### config.mk
export PLATFORM = sky130hd
export DESIGN_NAME = cwr_ctrl
export DESIGN_NICKNAME = d
export VERILOG_FILES = /design/src/cwr_pkg.sv /design/src/cwr_ctrl.sv
export SDC_FILE = /design/constraint.sdc
export NUM_CORES = 1
export LEC_CHECK = 0
export ABC_AREA = 0
export ABC_CLOCK_PERIOD_IN_PS = 2900
export BUFFER_PORTS_ARGS = -buffer_cell sky130_fd_sc_hd__buf_2
export CAP_MARGIN = 20
export CORE_AREA = 4 4 99 77
export DETAILED_ROUTE_END_ITERATION = 8
export DIE_AREA = 0 0 103 81
export GPL_TIMING_DRIVEN = 0
export PLACE_DENSITY = 0.75
export SLEW_MARGIN = 10
export SYNTH_ARGS = -nofsm -noshare
export SYNTH_HDL_FRONTEND = slang
export SYNTH_SLANG_ARGS = --single-unit
### constraint.sdc
create_clock -name REF_CLK -period 2.9 [get_ports REF_CLK]
set_clock_uncertainty 0.2 [all_clocks]
set_input_delay 0.29 -clock REF_CLK [delete_from_list [all_inputs] [get_ports REF_CLK]]
set_output_delay 0.29 -clock REF_CLK [all_outputs]
set_load 0.02 [all_outputs]
### src/cwr_pkg.sv
// Constants shared by the watchdog, reset and interrupt controller
package cwr_pkg;
    // Register map
    localparam logic [7:0]  MISC_OFS     = 8'h0c;
    localparam logic [7:0]  STAT_OFS     = 8'h0d;
    // Miscellaneous register fields
    localparam int          POR_B        = 7;
    localparam int          EXT_IRQ_ENABLE_BIT_B       = 4;
    localparam int          SM_B         = 1;
    localparam int          WATCHDOG_ARM_BIT_B       = 0;
    // Status register fields
    localparam int          ST_CNT_LSB   = 0;
    localparam int          ST_WAIT_B    = 3;
    localparam int          ST_STOP_B    = 4;
    localparam int          ST_IBIT_B    = 5;
    // Vectors, highest priority first
    localparam logic [15:0] VEC_RESET    = 16'h1ffe;
    localparam logic [15:0] VEC_SWI      = 16'h1ffc;
    localparam logic [15:0] VEC_IRQ      = 16'h1ffa;
    localparam logic [15:0] VEC_CAP      = 16'h1ff8;
    localparam logic [15:0] VEC_CMP      = 16'h1ff6;
    localparam logic [15:0] VEC_OVF      = 16'h1ff4;
    localparam logic [15:0] VEC_SCI      = 16'h1ff2;
    // Reset load values
    localparam logic [15:0] TMR_INIT     = 16'hfffc;
    localparam logic [15:0] SP_INIT      = 16'h00ff;
    // Watchdog chain
    localparam int          PRE4_W       = 2;
    localparam int          PRE256_W     = 8;
    localparam int          PRE_W        = PRE4_W + PRE256_W;
    localparam int          DOG_W        = 3;
    localparam logic [2:0]  DOG_FINAL    = 3'h7;
    // Timing
    localparam int          CLK_NS       = 20;
    localparam int          OSC_HOLD_CYC = 4064;
    localparam int          DOGL_NS      = 1000;
    localparam int          DOGL_CYC     = (DOGL_NS + CLK_NS - 1) / CLK_NS;
    localparam int          CNT_W        = 12;

    typedef enum logic [5:0] {
        S_PWR  = 6'b000001,
        S_DOG  = 6'b000010,
        S_HOLD = 6'b000100,
        S_RUN  = 6'b001000,
        S_STOP = 6'b010000,
        S_STUP = 6'b100000
    } cwr_state_type;
endpackage

### src/cwr_ctrl.sv
// Watchdog, reset-effect sequencer and interrupt arbiter
//
// Local design decisions: the strobed register port and the address map.
`timescale 1ns/1ps

// What this block does
// - Watchdog: div4, div256, then resettable div8
// - Chain clocked by timer bit-7 carry
// - Enabled by option or software writing one
// - Writing zero never stops the watchdog
// - Writing one clears the div8 counter
// - Watchdog reset restores option-defined enable bit
// - Counter final state raises chip reset
// - Drive pin, release after minimum low time
// - STOP with watchdog on becomes watchdog reset
// - WAIT option: keep counting or hold off
// - Reset inits timer, directions, stack pointer
// - Reset sets irq enable, clears latches; power-on alone sets power flag
// - Reset disables serial, sets transmit flags
// - Power-on and STOP hold oscillator 4064 cycles
// - Reset or STOP clears converter, slow, memory
// - WAIT/STOP clear mask; resets set it
// - Any reset aborts and fetches reset vector
// - Interrupt pushes and masks; return restores mask
// - Service at instruction end if unmasked, enabled
// - Fixed priority with own vector pairs
// - Software trap ignores mask, own vector
// - Power flag cleared by zero, never set
module cwr_ctrl
    import cwr_pkg::*;
#(
    parameter logic WATCHDOG_ARM_BIT_OPT = 1'b0,
    parameter logic WAIT_RUN = 1'b1,
    parameter int   PORL_CYC = OSC_HOLD_CYC
) (
    input  wire logic        REF_CLK,      // Bus clock
    input  wire logic        RST_N,        // Power-on reset
    input  wire logic [7:0]  ADDR,         // Register address
    input  wire logic [7:0]  WDATA,        // Write data
    input  wire logic        WR,           // Write strobe
    input  wire logic        RD,           // Read strobe
    output logic      [7:0]  RDATA,        // Read data
    input  wire logic        RESET_PIN_I,  // Reset pin level
    output logic             RESET_PIN_O,  // Reset pin drive value
    output logic             RESET_PIN_OE, // Reset pin pulled low
    input  wire logic        TMR_CARRY,    // Timer bit-7 carry pulse
    input  wire logic        INSTR_DONE,   // Instruction completed
    input  wire logic        SWI_EXEC,     // Software trap executes
    input  wire logic        RTI_EXEC,     // Return from trap
    input  wire logic        STACKED_I,    // Mask bit from stack
    input  wire logic        STOP_EXEC,    // STOP instruction
    input  wire logic        WAIT_EXEC,    // WAIT instruction
    input  wire logic        IRQ_EVT,      // External irq sensed
    input  wire logic [3:0]  HW_REQ,       // Capture,compare,ovf,sci
    input  wire logic [3:0]  HW_EN,        // Their enables
    output logic             CHIP_RST,     // Abort, peripheral reset
    output logic             FETCH_RV,     // Reset vector fetch pulse
    output logic             INT_TAKE,     // Push registers pulse
    output logic      [15:0] VEC_ADDR,     // Vector being fetched
    output logic             I_BIT,        // Interrupt mask bit
    output logic             OSC_EN,       // Oscillator running
    output logic             CLK_CLR,      // Timer, serial clocks clear
    output logic             ADC_EEP_RST,  // Converter, memory reset
    output logic             SM_BIT,       // Slow mode bit
    output logic             EXT_IRQ_ENABLE_BIT_BIT,     // External irq enable
    output logic      [15:0] TMR_LOAD,     // Timer reset value
    output logic      [15:0] SP_LOAD,      // Stack pointer reset
    output logic             IN_WAIT,      // Wait latch
    output logic             IN_STOP       // Stop latch
);

    logic                rs1_r, rst_n_r;
    logic                ps1_r, pin_r;
    cwr_state_type       st_r, st_nxt;
    logic [CNT_W-1:0]    cnt_r;
    logic [PRE_W-1:0]    pre_r;
    logic [DOG_W-1:0]    dog_r;
    logic                watchdog_arm_bit_r, por_r, ext_irq_enable_bit_r, sm_r;
    logic                ibit_r, wait_r, stop_r, irq_r;
    logic                take_r, fetch_r;
    logic [15:0]         vec_r;
    logic [7:0]          rdata_r;
    logic                in_rst, wr_misc, dog_hold, dog_tick;
    logic                dog_clr, timeout, hw_any;
    logic [4:0]          req;

    // Highest set request wins: irq, capture, compare, ovf, serial
    function automatic logic [15:0] pick_vec(input logic [4:0] r);
        if (r[4])      pick_vec = VEC_IRQ;
        else if (r[3]) pick_vec = VEC_CAP;
        else if (r[2]) pick_vec = VEC_CMP;
        else if (r[1]) pick_vec = VEC_OVF;
        else           pick_vec = VEC_SCI;
    endfunction

    always_ff @(posedge REF_CLK or negedge RST_N) begin
        if (!RST_N) begin
            rs1_r   <= 1'b0;
            rst_n_r <= 1'b0;
        end else begin
            rs1_r   <= 1'b1;
            rst_n_r <= rs1_r;
        end
    end

    // Pin is asynchronous to the bus clock
    always_ff @(posedge REF_CLK or negedge rst_n_r) begin
        if (!rst_n_r) begin
            ps1_r <= 1'b1;
            pin_r <= 1'b1;
        end else begin
            ps1_r <= RESET_PIN_I;
            pin_r <= ps1_r;
        end
    end

    assign in_rst  = (st_r == S_PWR) || (st_r == S_DOG) || (st_r == S_HOLD);
    assign wr_misc = WR && (ADDR == MISC_OFS);
    assign timeout = watchdog_arm_bit_r && (dog_r == DOG_FINAL);
    assign req     = {irq_r && ext_irq_enable_bit_r, HW_REQ & HW_EN};
    assign hw_any  = |req;

    // Sequencer
    always_comb begin
        st_nxt = st_r;
        case (st_r)
            S_PWR:  if (cnt_r >= CNT_W'(PORL_CYC - 1)) st_nxt = S_HOLD;
            S_DOG:  if (!pin_r && cnt_r >= CNT_W'(DOGL_CYC - 1))
                        st_nxt = S_HOLD;
            S_HOLD: if (pin_r) st_nxt = S_RUN;
            S_RUN: begin
                if (!pin_r) st_nxt = S_HOLD;
                else if (timeout) st_nxt = S_DOG;
                else if (STOP_EXEC && watchdog_arm_bit_r) st_nxt = S_DOG;
                else if (STOP_EXEC) st_nxt = S_STOP;
            end
            S_STOP: begin
                if (!pin_r) st_nxt = S_HOLD;
                else if (IRQ_EVT) st_nxt = S_STUP;
            end
            S_STUP: if (cnt_r >= CNT_W'(OSC_HOLD_CYC - 1))
                        st_nxt = S_RUN;
            default: st_nxt = S_PWR;
        endcase
    end

    always_ff @(posedge REF_CLK or negedge rst_n_r) begin
        if (!rst_n_r) st_r <= S_PWR;
        else          st_r <= st_nxt;
    end

    // Cycle counter for delays; in S_DOG it counts low pin cycles only
    always_ff @(posedge REF_CLK or negedge rst_n_r) begin
        if (!rst_n_r) begin
            cnt_r <= '0;
        end else if (st_nxt != st_r) begin
            cnt_r <= '0;
        end else if (st_r == S_DOG) begin
            cnt_r <= pin_r ? '0 : cnt_r + 1'b1;
        end else if (st_r == S_PWR || st_r == S_STUP) begin
            cnt_r <= cnt_r + 1'b1;
        end
    end

    // Watchdog chain: the first two stages clear only in reset; div8 also clears on a kick, held WAIT or STOP
    assign dog_hold = wait_r && !WAIT_RUN;
    assign dog_tick = TMR_CARRY && (&pre_r);
    assign dog_clr  = in_rst || dog_hold || st_r == S_STOP
                   || (wr_misc && WDATA[WATCHDOG_ARM_BIT_B]);

    always_ff @(posedge REF_CLK or negedge rst_n_r) begin
        if (!rst_n_r)    pre_r <= '0;
        else if (in_rst) pre_r <= '0;
        else if (TMR_CARRY) pre_r <= pre_r + 1'b1;
    end

    always_ff @(posedge REF_CLK or negedge rst_n_r) begin
        if (!rst_n_r)
            dog_r <= '0;
        else if (dog_clr)
            dog_r <= '0;
        else if (watchdog_arm_bit_r && dog_tick && dog_r != DOG_FINAL)
            dog_r <= dog_r + 1'b1;
    end

    // Any reset or STOP brings the enable back to the build option
    always_ff @(posedge REF_CLK or negedge rst_n_r) begin
        if (!rst_n_r)
            watchdog_arm_bit_r <= WATCHDOG_ARM_BIT_OPT;
        else if (in_rst || st_r == S_STOP)
            watchdog_arm_bit_r <= WATCHDOG_ARM_BIT_OPT;
        else if (wr_misc && WDATA[WATCHDOG_ARM_BIT_B])
            watchdog_arm_bit_r <= 1'b1;
    end

    // Power flag survives every reset except power-on
    always_ff @(posedge REF_CLK or negedge rst_n_r) begin
        if (!rst_n_r)
            por_r <= 1'b1;
        else if (wr_misc && !WDATA[POR_B])
            por_r <= 1'b0;
    end

    always_ff @(posedge REF_CLK or negedge rst_n_r) begin
        if (!rst_n_r) begin
            ext_irq_enable_bit_r <= 1'b1;
            sm_r   <= 1'b0;
        end else if (in_rst) begin
            ext_irq_enable_bit_r <= 1'b1;
            sm_r   <= 1'b0;
        end else begin
            if (st_r == S_STOP) sm_r <= 1'b0;
            else if (wr_misc) sm_r <= WDATA[SM_B];
            // Changing the irq enable is only allowed while masked
            if (wr_misc && ibit_r) ext_irq_enable_bit_r <= WDATA[EXT_IRQ_ENABLE_BIT_B];
        end
    end

    // Latches: a new event wins over the service that clears it
    always_ff @(posedge REF_CLK or negedge rst_n_r) begin
        if (!rst_n_r) begin
            irq_r  <= 1'b0;
            wait_r <= 1'b0;
            stop_r <= 1'b0;
        end else if (in_rst) begin
            irq_r  <= 1'b0;
            wait_r <= 1'b0;
            stop_r <= 1'b0;
        end else begin
            if (IRQ_EVT) irq_r <= 1'b1;
            else if (take_r && vec_r == VEC_IRQ) irq_r <= 1'b0;
            if (WAIT_EXEC) wait_r <= 1'b1;
            else if (hw_any) wait_r <= 1'b0;
            stop_r <= (st_nxt == S_STOP) || (st_nxt == S_STUP);
        end
    end

    // Mask bit and vector selection
    always_ff @(posedge REF_CLK or negedge rst_n_r) begin
        if (!rst_n_r) begin
            ibit_r  <= 1'b1;
            take_r  <= 1'b0;
            fetch_r <= 1'b0;
            vec_r   <= VEC_RESET;
        end else begin
            take_r  <= 1'b0;
            fetch_r <= 1'b0;
            if (in_rst) begin
                ibit_r <= 1'b1;
                vec_r  <= VEC_RESET;
                fetch_r <= (st_nxt == S_RUN);
            end else if (st_r == S_RUN) begin
                if (SWI_EXEC) begin
                    ibit_r <= 1'b1;
                    take_r <= 1'b1;
                    vec_r  <= VEC_SWI;
                end else if (INSTR_DONE && !ibit_r && hw_any) begin
                    ibit_r <= 1'b1;
                    take_r <= 1'b1;
                    vec_r  <= pick_vec(req);
                end else if (RTI_EXEC) begin
                    ibit_r <= STACKED_I;
                end else if (WAIT_EXEC || STOP_EXEC) begin
                    ibit_r <= 1'b0;
                end
            end
        end
    end

    // Register read port
    always_ff @(posedge REF_CLK or negedge rst_n_r) begin
        if (!rst_n_r) begin
            rdata_r <= 8'h00;
        end else if (RD && ADDR == MISC_OFS) begin
            rdata_r <= 8'h00;
            rdata_r[POR_B]  <= por_r;
            rdata_r[EXT_IRQ_ENABLE_BIT_B] <= ext_irq_enable_bit_r;
            rdata_r[SM_B]   <= sm_r;
            rdata_r[WATCHDOG_ARM_BIT_B] <= watchdog_arm_bit_r;
        end else if (RD && ADDR == STAT_OFS) begin
            rdata_r <= 8'h00;
            rdata_r[ST_CNT_LSB +: DOG_W] <= dog_r;
            rdata_r[ST_WAIT_B] <= wait_r;
            rdata_r[ST_STOP_B] <= stop_r;
            rdata_r[ST_IBIT_B] <= ibit_r;
        end else begin
            rdata_r <= 8'h00;
        end
    end

    assign RDATA        = rdata_r;
    assign RESET_PIN_O  = 1'b0;
    assign RESET_PIN_OE = (st_r == S_PWR) || (st_r == S_DOG);
    assign CHIP_RST     = in_rst;
    assign FETCH_RV     = fetch_r;
    assign INT_TAKE     = take_r;
    assign VEC_ADDR     = vec_r;
    assign I_BIT        = ibit_r;
    assign OSC_EN       = !(st_r == S_PWR || st_r == S_STOP || st_r == S_STUP);
    assign CLK_CLR      = !OSC_EN;
    assign ADC_EEP_RST  = in_rst || st_r == S_STOP || st_r == S_STUP;
    assign SM_BIT       = sm_r;
    assign EXT_IRQ_ENABLE_BIT_BIT     = ext_irq_enable_bit_r;
    assign TMR_LOAD     = TMR_INIT;
    assign SP_LOAD      = SP_INIT;
    assign IN_WAIT      = wait_r;
    assign IN_STOP      = stop_r;

    // Consecutive low pin cycles, counted apart from the sequencer's counter
    // so that the release check does not lean on the logic it guards
    logic [CNT_W-1:0]    low_run_r;

    always_ff @(posedge REF_CLK or negedge rst_n_r) begin
        if (!rst_n_r)
            low_run_r <= '0;
        else if (pin_r)
            low_run_r <= '0;
        else if (!(&low_run_r))
            low_run_r <= low_run_r + 1'b1;
    end
endmodule

==> results_dict.tcl <==
set metrics [dict create \
    vias 2634 \
    ir_worst_vdd_mv 0.174 \
    boundaryPins 106 \
    wl_per_cell_um 13.2 \
    routed_wl_mm 7.04 \
    wl_met2_mm 3.11 \
    synth-seq-area-share_pct 42.5 \
    yosys.cell_count.top_type "buf_4" \
    yosysWarnings 0 \
    finish.utilization_pct 59.6 \
    cts_made_buffers 5 \
    via_per_inst 4.92 \
    start_util_pct 48.7 \
    clk_pin_slew_ns 0.12 \
    netlist_instances 337 \
    p_clk_share_pct 33.0 \
    insertedDiodeCount 0 \
    fillers 591 \
    min_period_ns 2.76 \
    crit_path_max_fanout 9 \
    worstMarginPinSlew_ns 0.579 \
    cts_tree "yes" \
    swShare_pct 27.2 \
    routedLengthMet1_mm 3.27 \
    grt_pass1_wl_mm 11.3 \
    fmax_mhz 362 \
    hold_class "primary input to flop" \
    multiInputGateArea_mm2 0.00159 \
    synth_top_area_share_pct 35.3 \
    cts.sinks 55 \
    globalplace.congestion 0.862 \
    finalHoldViolCount 0 \
    yosys-top-cells-count "buf_4 (49), dfrtp_1 (46), nor2_1 (46)" \
    dieWidth_um 103 \
    critPathRequiredTime_ns 2.41 \
    fin_cells 535 \
    area_growth_pct 22.4 \
    intPower_mw 1.03 \
    ant_nets 0 \
    core_mm2 0.00670 \
    ff_latch_area_mm2 0.00139 \
    setup_viol 0 \
    ys.flop_type "dfrtp_1" \
    relSlewSlack_pct 61.4 \
    ys_ff_latch 55 \
    combPwrFrac_pct 11.8 \
    power_density_mw_per_mm2 353 \
    clock_latency_ns 0.33 \
    dieArea_mm2 0.00834 \
    path_class "flop to primary output" \
    die_y_um 81 \
    dp_hpwl_mm 5.51 \
    syn_area_per_cell_um2 9.68 \
    numPlacedInstances 521 \
    wl_met3_um 556 \
    clockBufferDepth 2 \
    gr-usage-all-layers_pct 17.2 \
    grt_setup_unrepaired "no" \
    async_flop_share_pct 100 \
    period_share_pct 95.3 \
    drive_gt1_share_pct 31.9 \
    top_layer "met4" \
    fin_nets 493 \
    drc 0 \
    grt_pass1_vias 2499 \
    maxCapViolCount 0 \
    drtIter0Drc 125 \
    grt_max_degree 30 \
    cp-start-kind "flop" \
    placementRows 26 \
    grt_overflow 0 \
    synth_area_mm2 0.00326 \
    cts-root-buf "clkbuf_8" \
    slew_violations 0 \
    p_leak_nw 1.94 \
    antenna_found_initial 0 \
    p_sw_uw 384 \
    critPathArrivalTime_ns 2.27 \
    yosys-top-cells-area "dfrtp_1 (35%), buf_4 (11%), dfstp_2 (7.2%)" \
    final_cell_area_mm2 0.00399 \
    outcome "finished clean" \
    p_seq_share_pct 55.3 \
    synth_largest_area_cell "dfrtp_1" \
    placed_area_mm2 0.00383 \
    firstDrtPassIters 4 \
    synth_edf_count 0 \
    cts_max_level 2 \
    fin_tns_setup_ns 0 \
    io_buffer_count 53 \
    synth_cell_types 63 \
    end_kind "primary output" \
]
## worst max-delay path: stages (launching register included)
cell,delay (ns)
dfrtp_1,0.37
buf_2,0.17
or4_4,0.56
or3_4,0.37
o41ai_2,0.10
or2_2,0.22
buf_2,0.16
## stage by stage
step	worst slack, ns	hold WS, ns	power (mW)
global placement	0.144	-0.125	0.947
global route	0.0514	0.0219	1.47
floorplan	0.687	-0.206	0.914
finish	0.137	0.00728	1.41
CTS	0.00989	0.0114	1.41
detailed placement	0.197	-0.123	0.952
## final timing paths
kind,startpoint,end,slack (ns),depth (start not counted)
max reg2reg,cnt_r[0],st_r[2],0.57,5
min,WAIT_EXEC,IN_WAIT,0.007,3
max,st_r[2],ADC_EEP_RST,0.14,6
min in group asynchronous,rst_n_r,dog_r[2],0.05,0
max in group asynchronous,rst_n_r,VEC_ADDR[1],1.81,1
min reg2reg,rst_n_r,dog_r[2],0.05,0
## timing repair
item / in CTS / in global routing
pin swaps: 0 / 1
endpoints found under the hold margin: 5 / 0
resized for setup: 1 / 1
setup buffers: 0 / 3
hold buffers: 4 / 0
setup endpoints to repair: 1 / 1
## cell families (layout without fill, tap and decap cells)
family                     after synthesis  count (layout)  share of synthesized area [%]
and+or+nand+nor                        126             126                           20.4
buffers and inverters                   68             136                           14.3
DFF                                     55              55                           42.5
AOI/OAI and AO/OA                       51              51                           12.2
xor gates and xnor gates                22              22                           5.91
muxes                                    7               7                           2.15
adders and majority gates                6               6                           2.30
other                                    2              48                          0.230
## sequential cells by signal (all words and copies together), names as in the netlist, 3 cells and up
register and flops:
cnt_r 12, pre_r 10, RDATA 7, st_r 6, VEC_ADDR 3, dog_r 3
## power groups by stage
stage               logic [mW]  clock network (mW)  registers, mW
detailed placement       0.158                   0          0.793
global placement         0.147                   0          0.800
floorplan                0.118                   0          0.796
global route             0.181               0.505          0.780
finish                   0.166               0.464          0.778
CTS                      0.163               0.472          0.779
## layout make-up
type                            count  area share [%]
Multi-Input combinational cell    260            39.8
Buffer                             57            10.7
Clock buffer                        5            1.72
Clock inverter                      3           0.721
Tap cell                           84            2.63
Inverter                           10           0.940
Timing Repair Buffer               61            8.71
Sequential cell                    55            34.8
## cells in the final DEF, fill, tap and decap left out, types with 2 or more instances in the layout
cell           Yosys  final
a41oi_1            3      3
conb_1             2     48
nor3b_1            2      2
mux2i_1            7      7
a21oi_1            9      9
o22ai_1            2      2
buf_4             49     52
dlygate4sd3_1      0      4
buf_6              3      3
a22oi_1            3      3
nor2_1            46     46
or3_1              2      2
nand4b_1           3      3
a31oi_1            2      2
inv_6              0      2
or4_1              3      3
xnor2_1           12     12
buf_2              4     55
nor3_1             8      8
and3_1             5      5
xor2_1            10     10
clkbuf_8           0      5
inv_1             10     10
nand2_1           19     19
o31ai_1            2      2
nand2b_1           2      2
or2_2              2      2
nand3_1           11     11
nor4_4             1      2
o211ai_1           2      2
nor4_1             3      3
dfstp_2            9      9
ha_1               6      6
clkbuf_1           2      2
dfrtp_1           46     45
nand4_1            4      4
o21ai_0           11     11
and2_1             4      4
## layer usage
layer | vias up | track usage (%)
li1 | 1301 | -
met1 | 1234 | 23.6
met2 | 88 | 27.0
met3 | 11 | 3.78
met4 | 0 | 5.82
met5 | - | 0
Note: power is estimated with default switching activity, not from simulation.
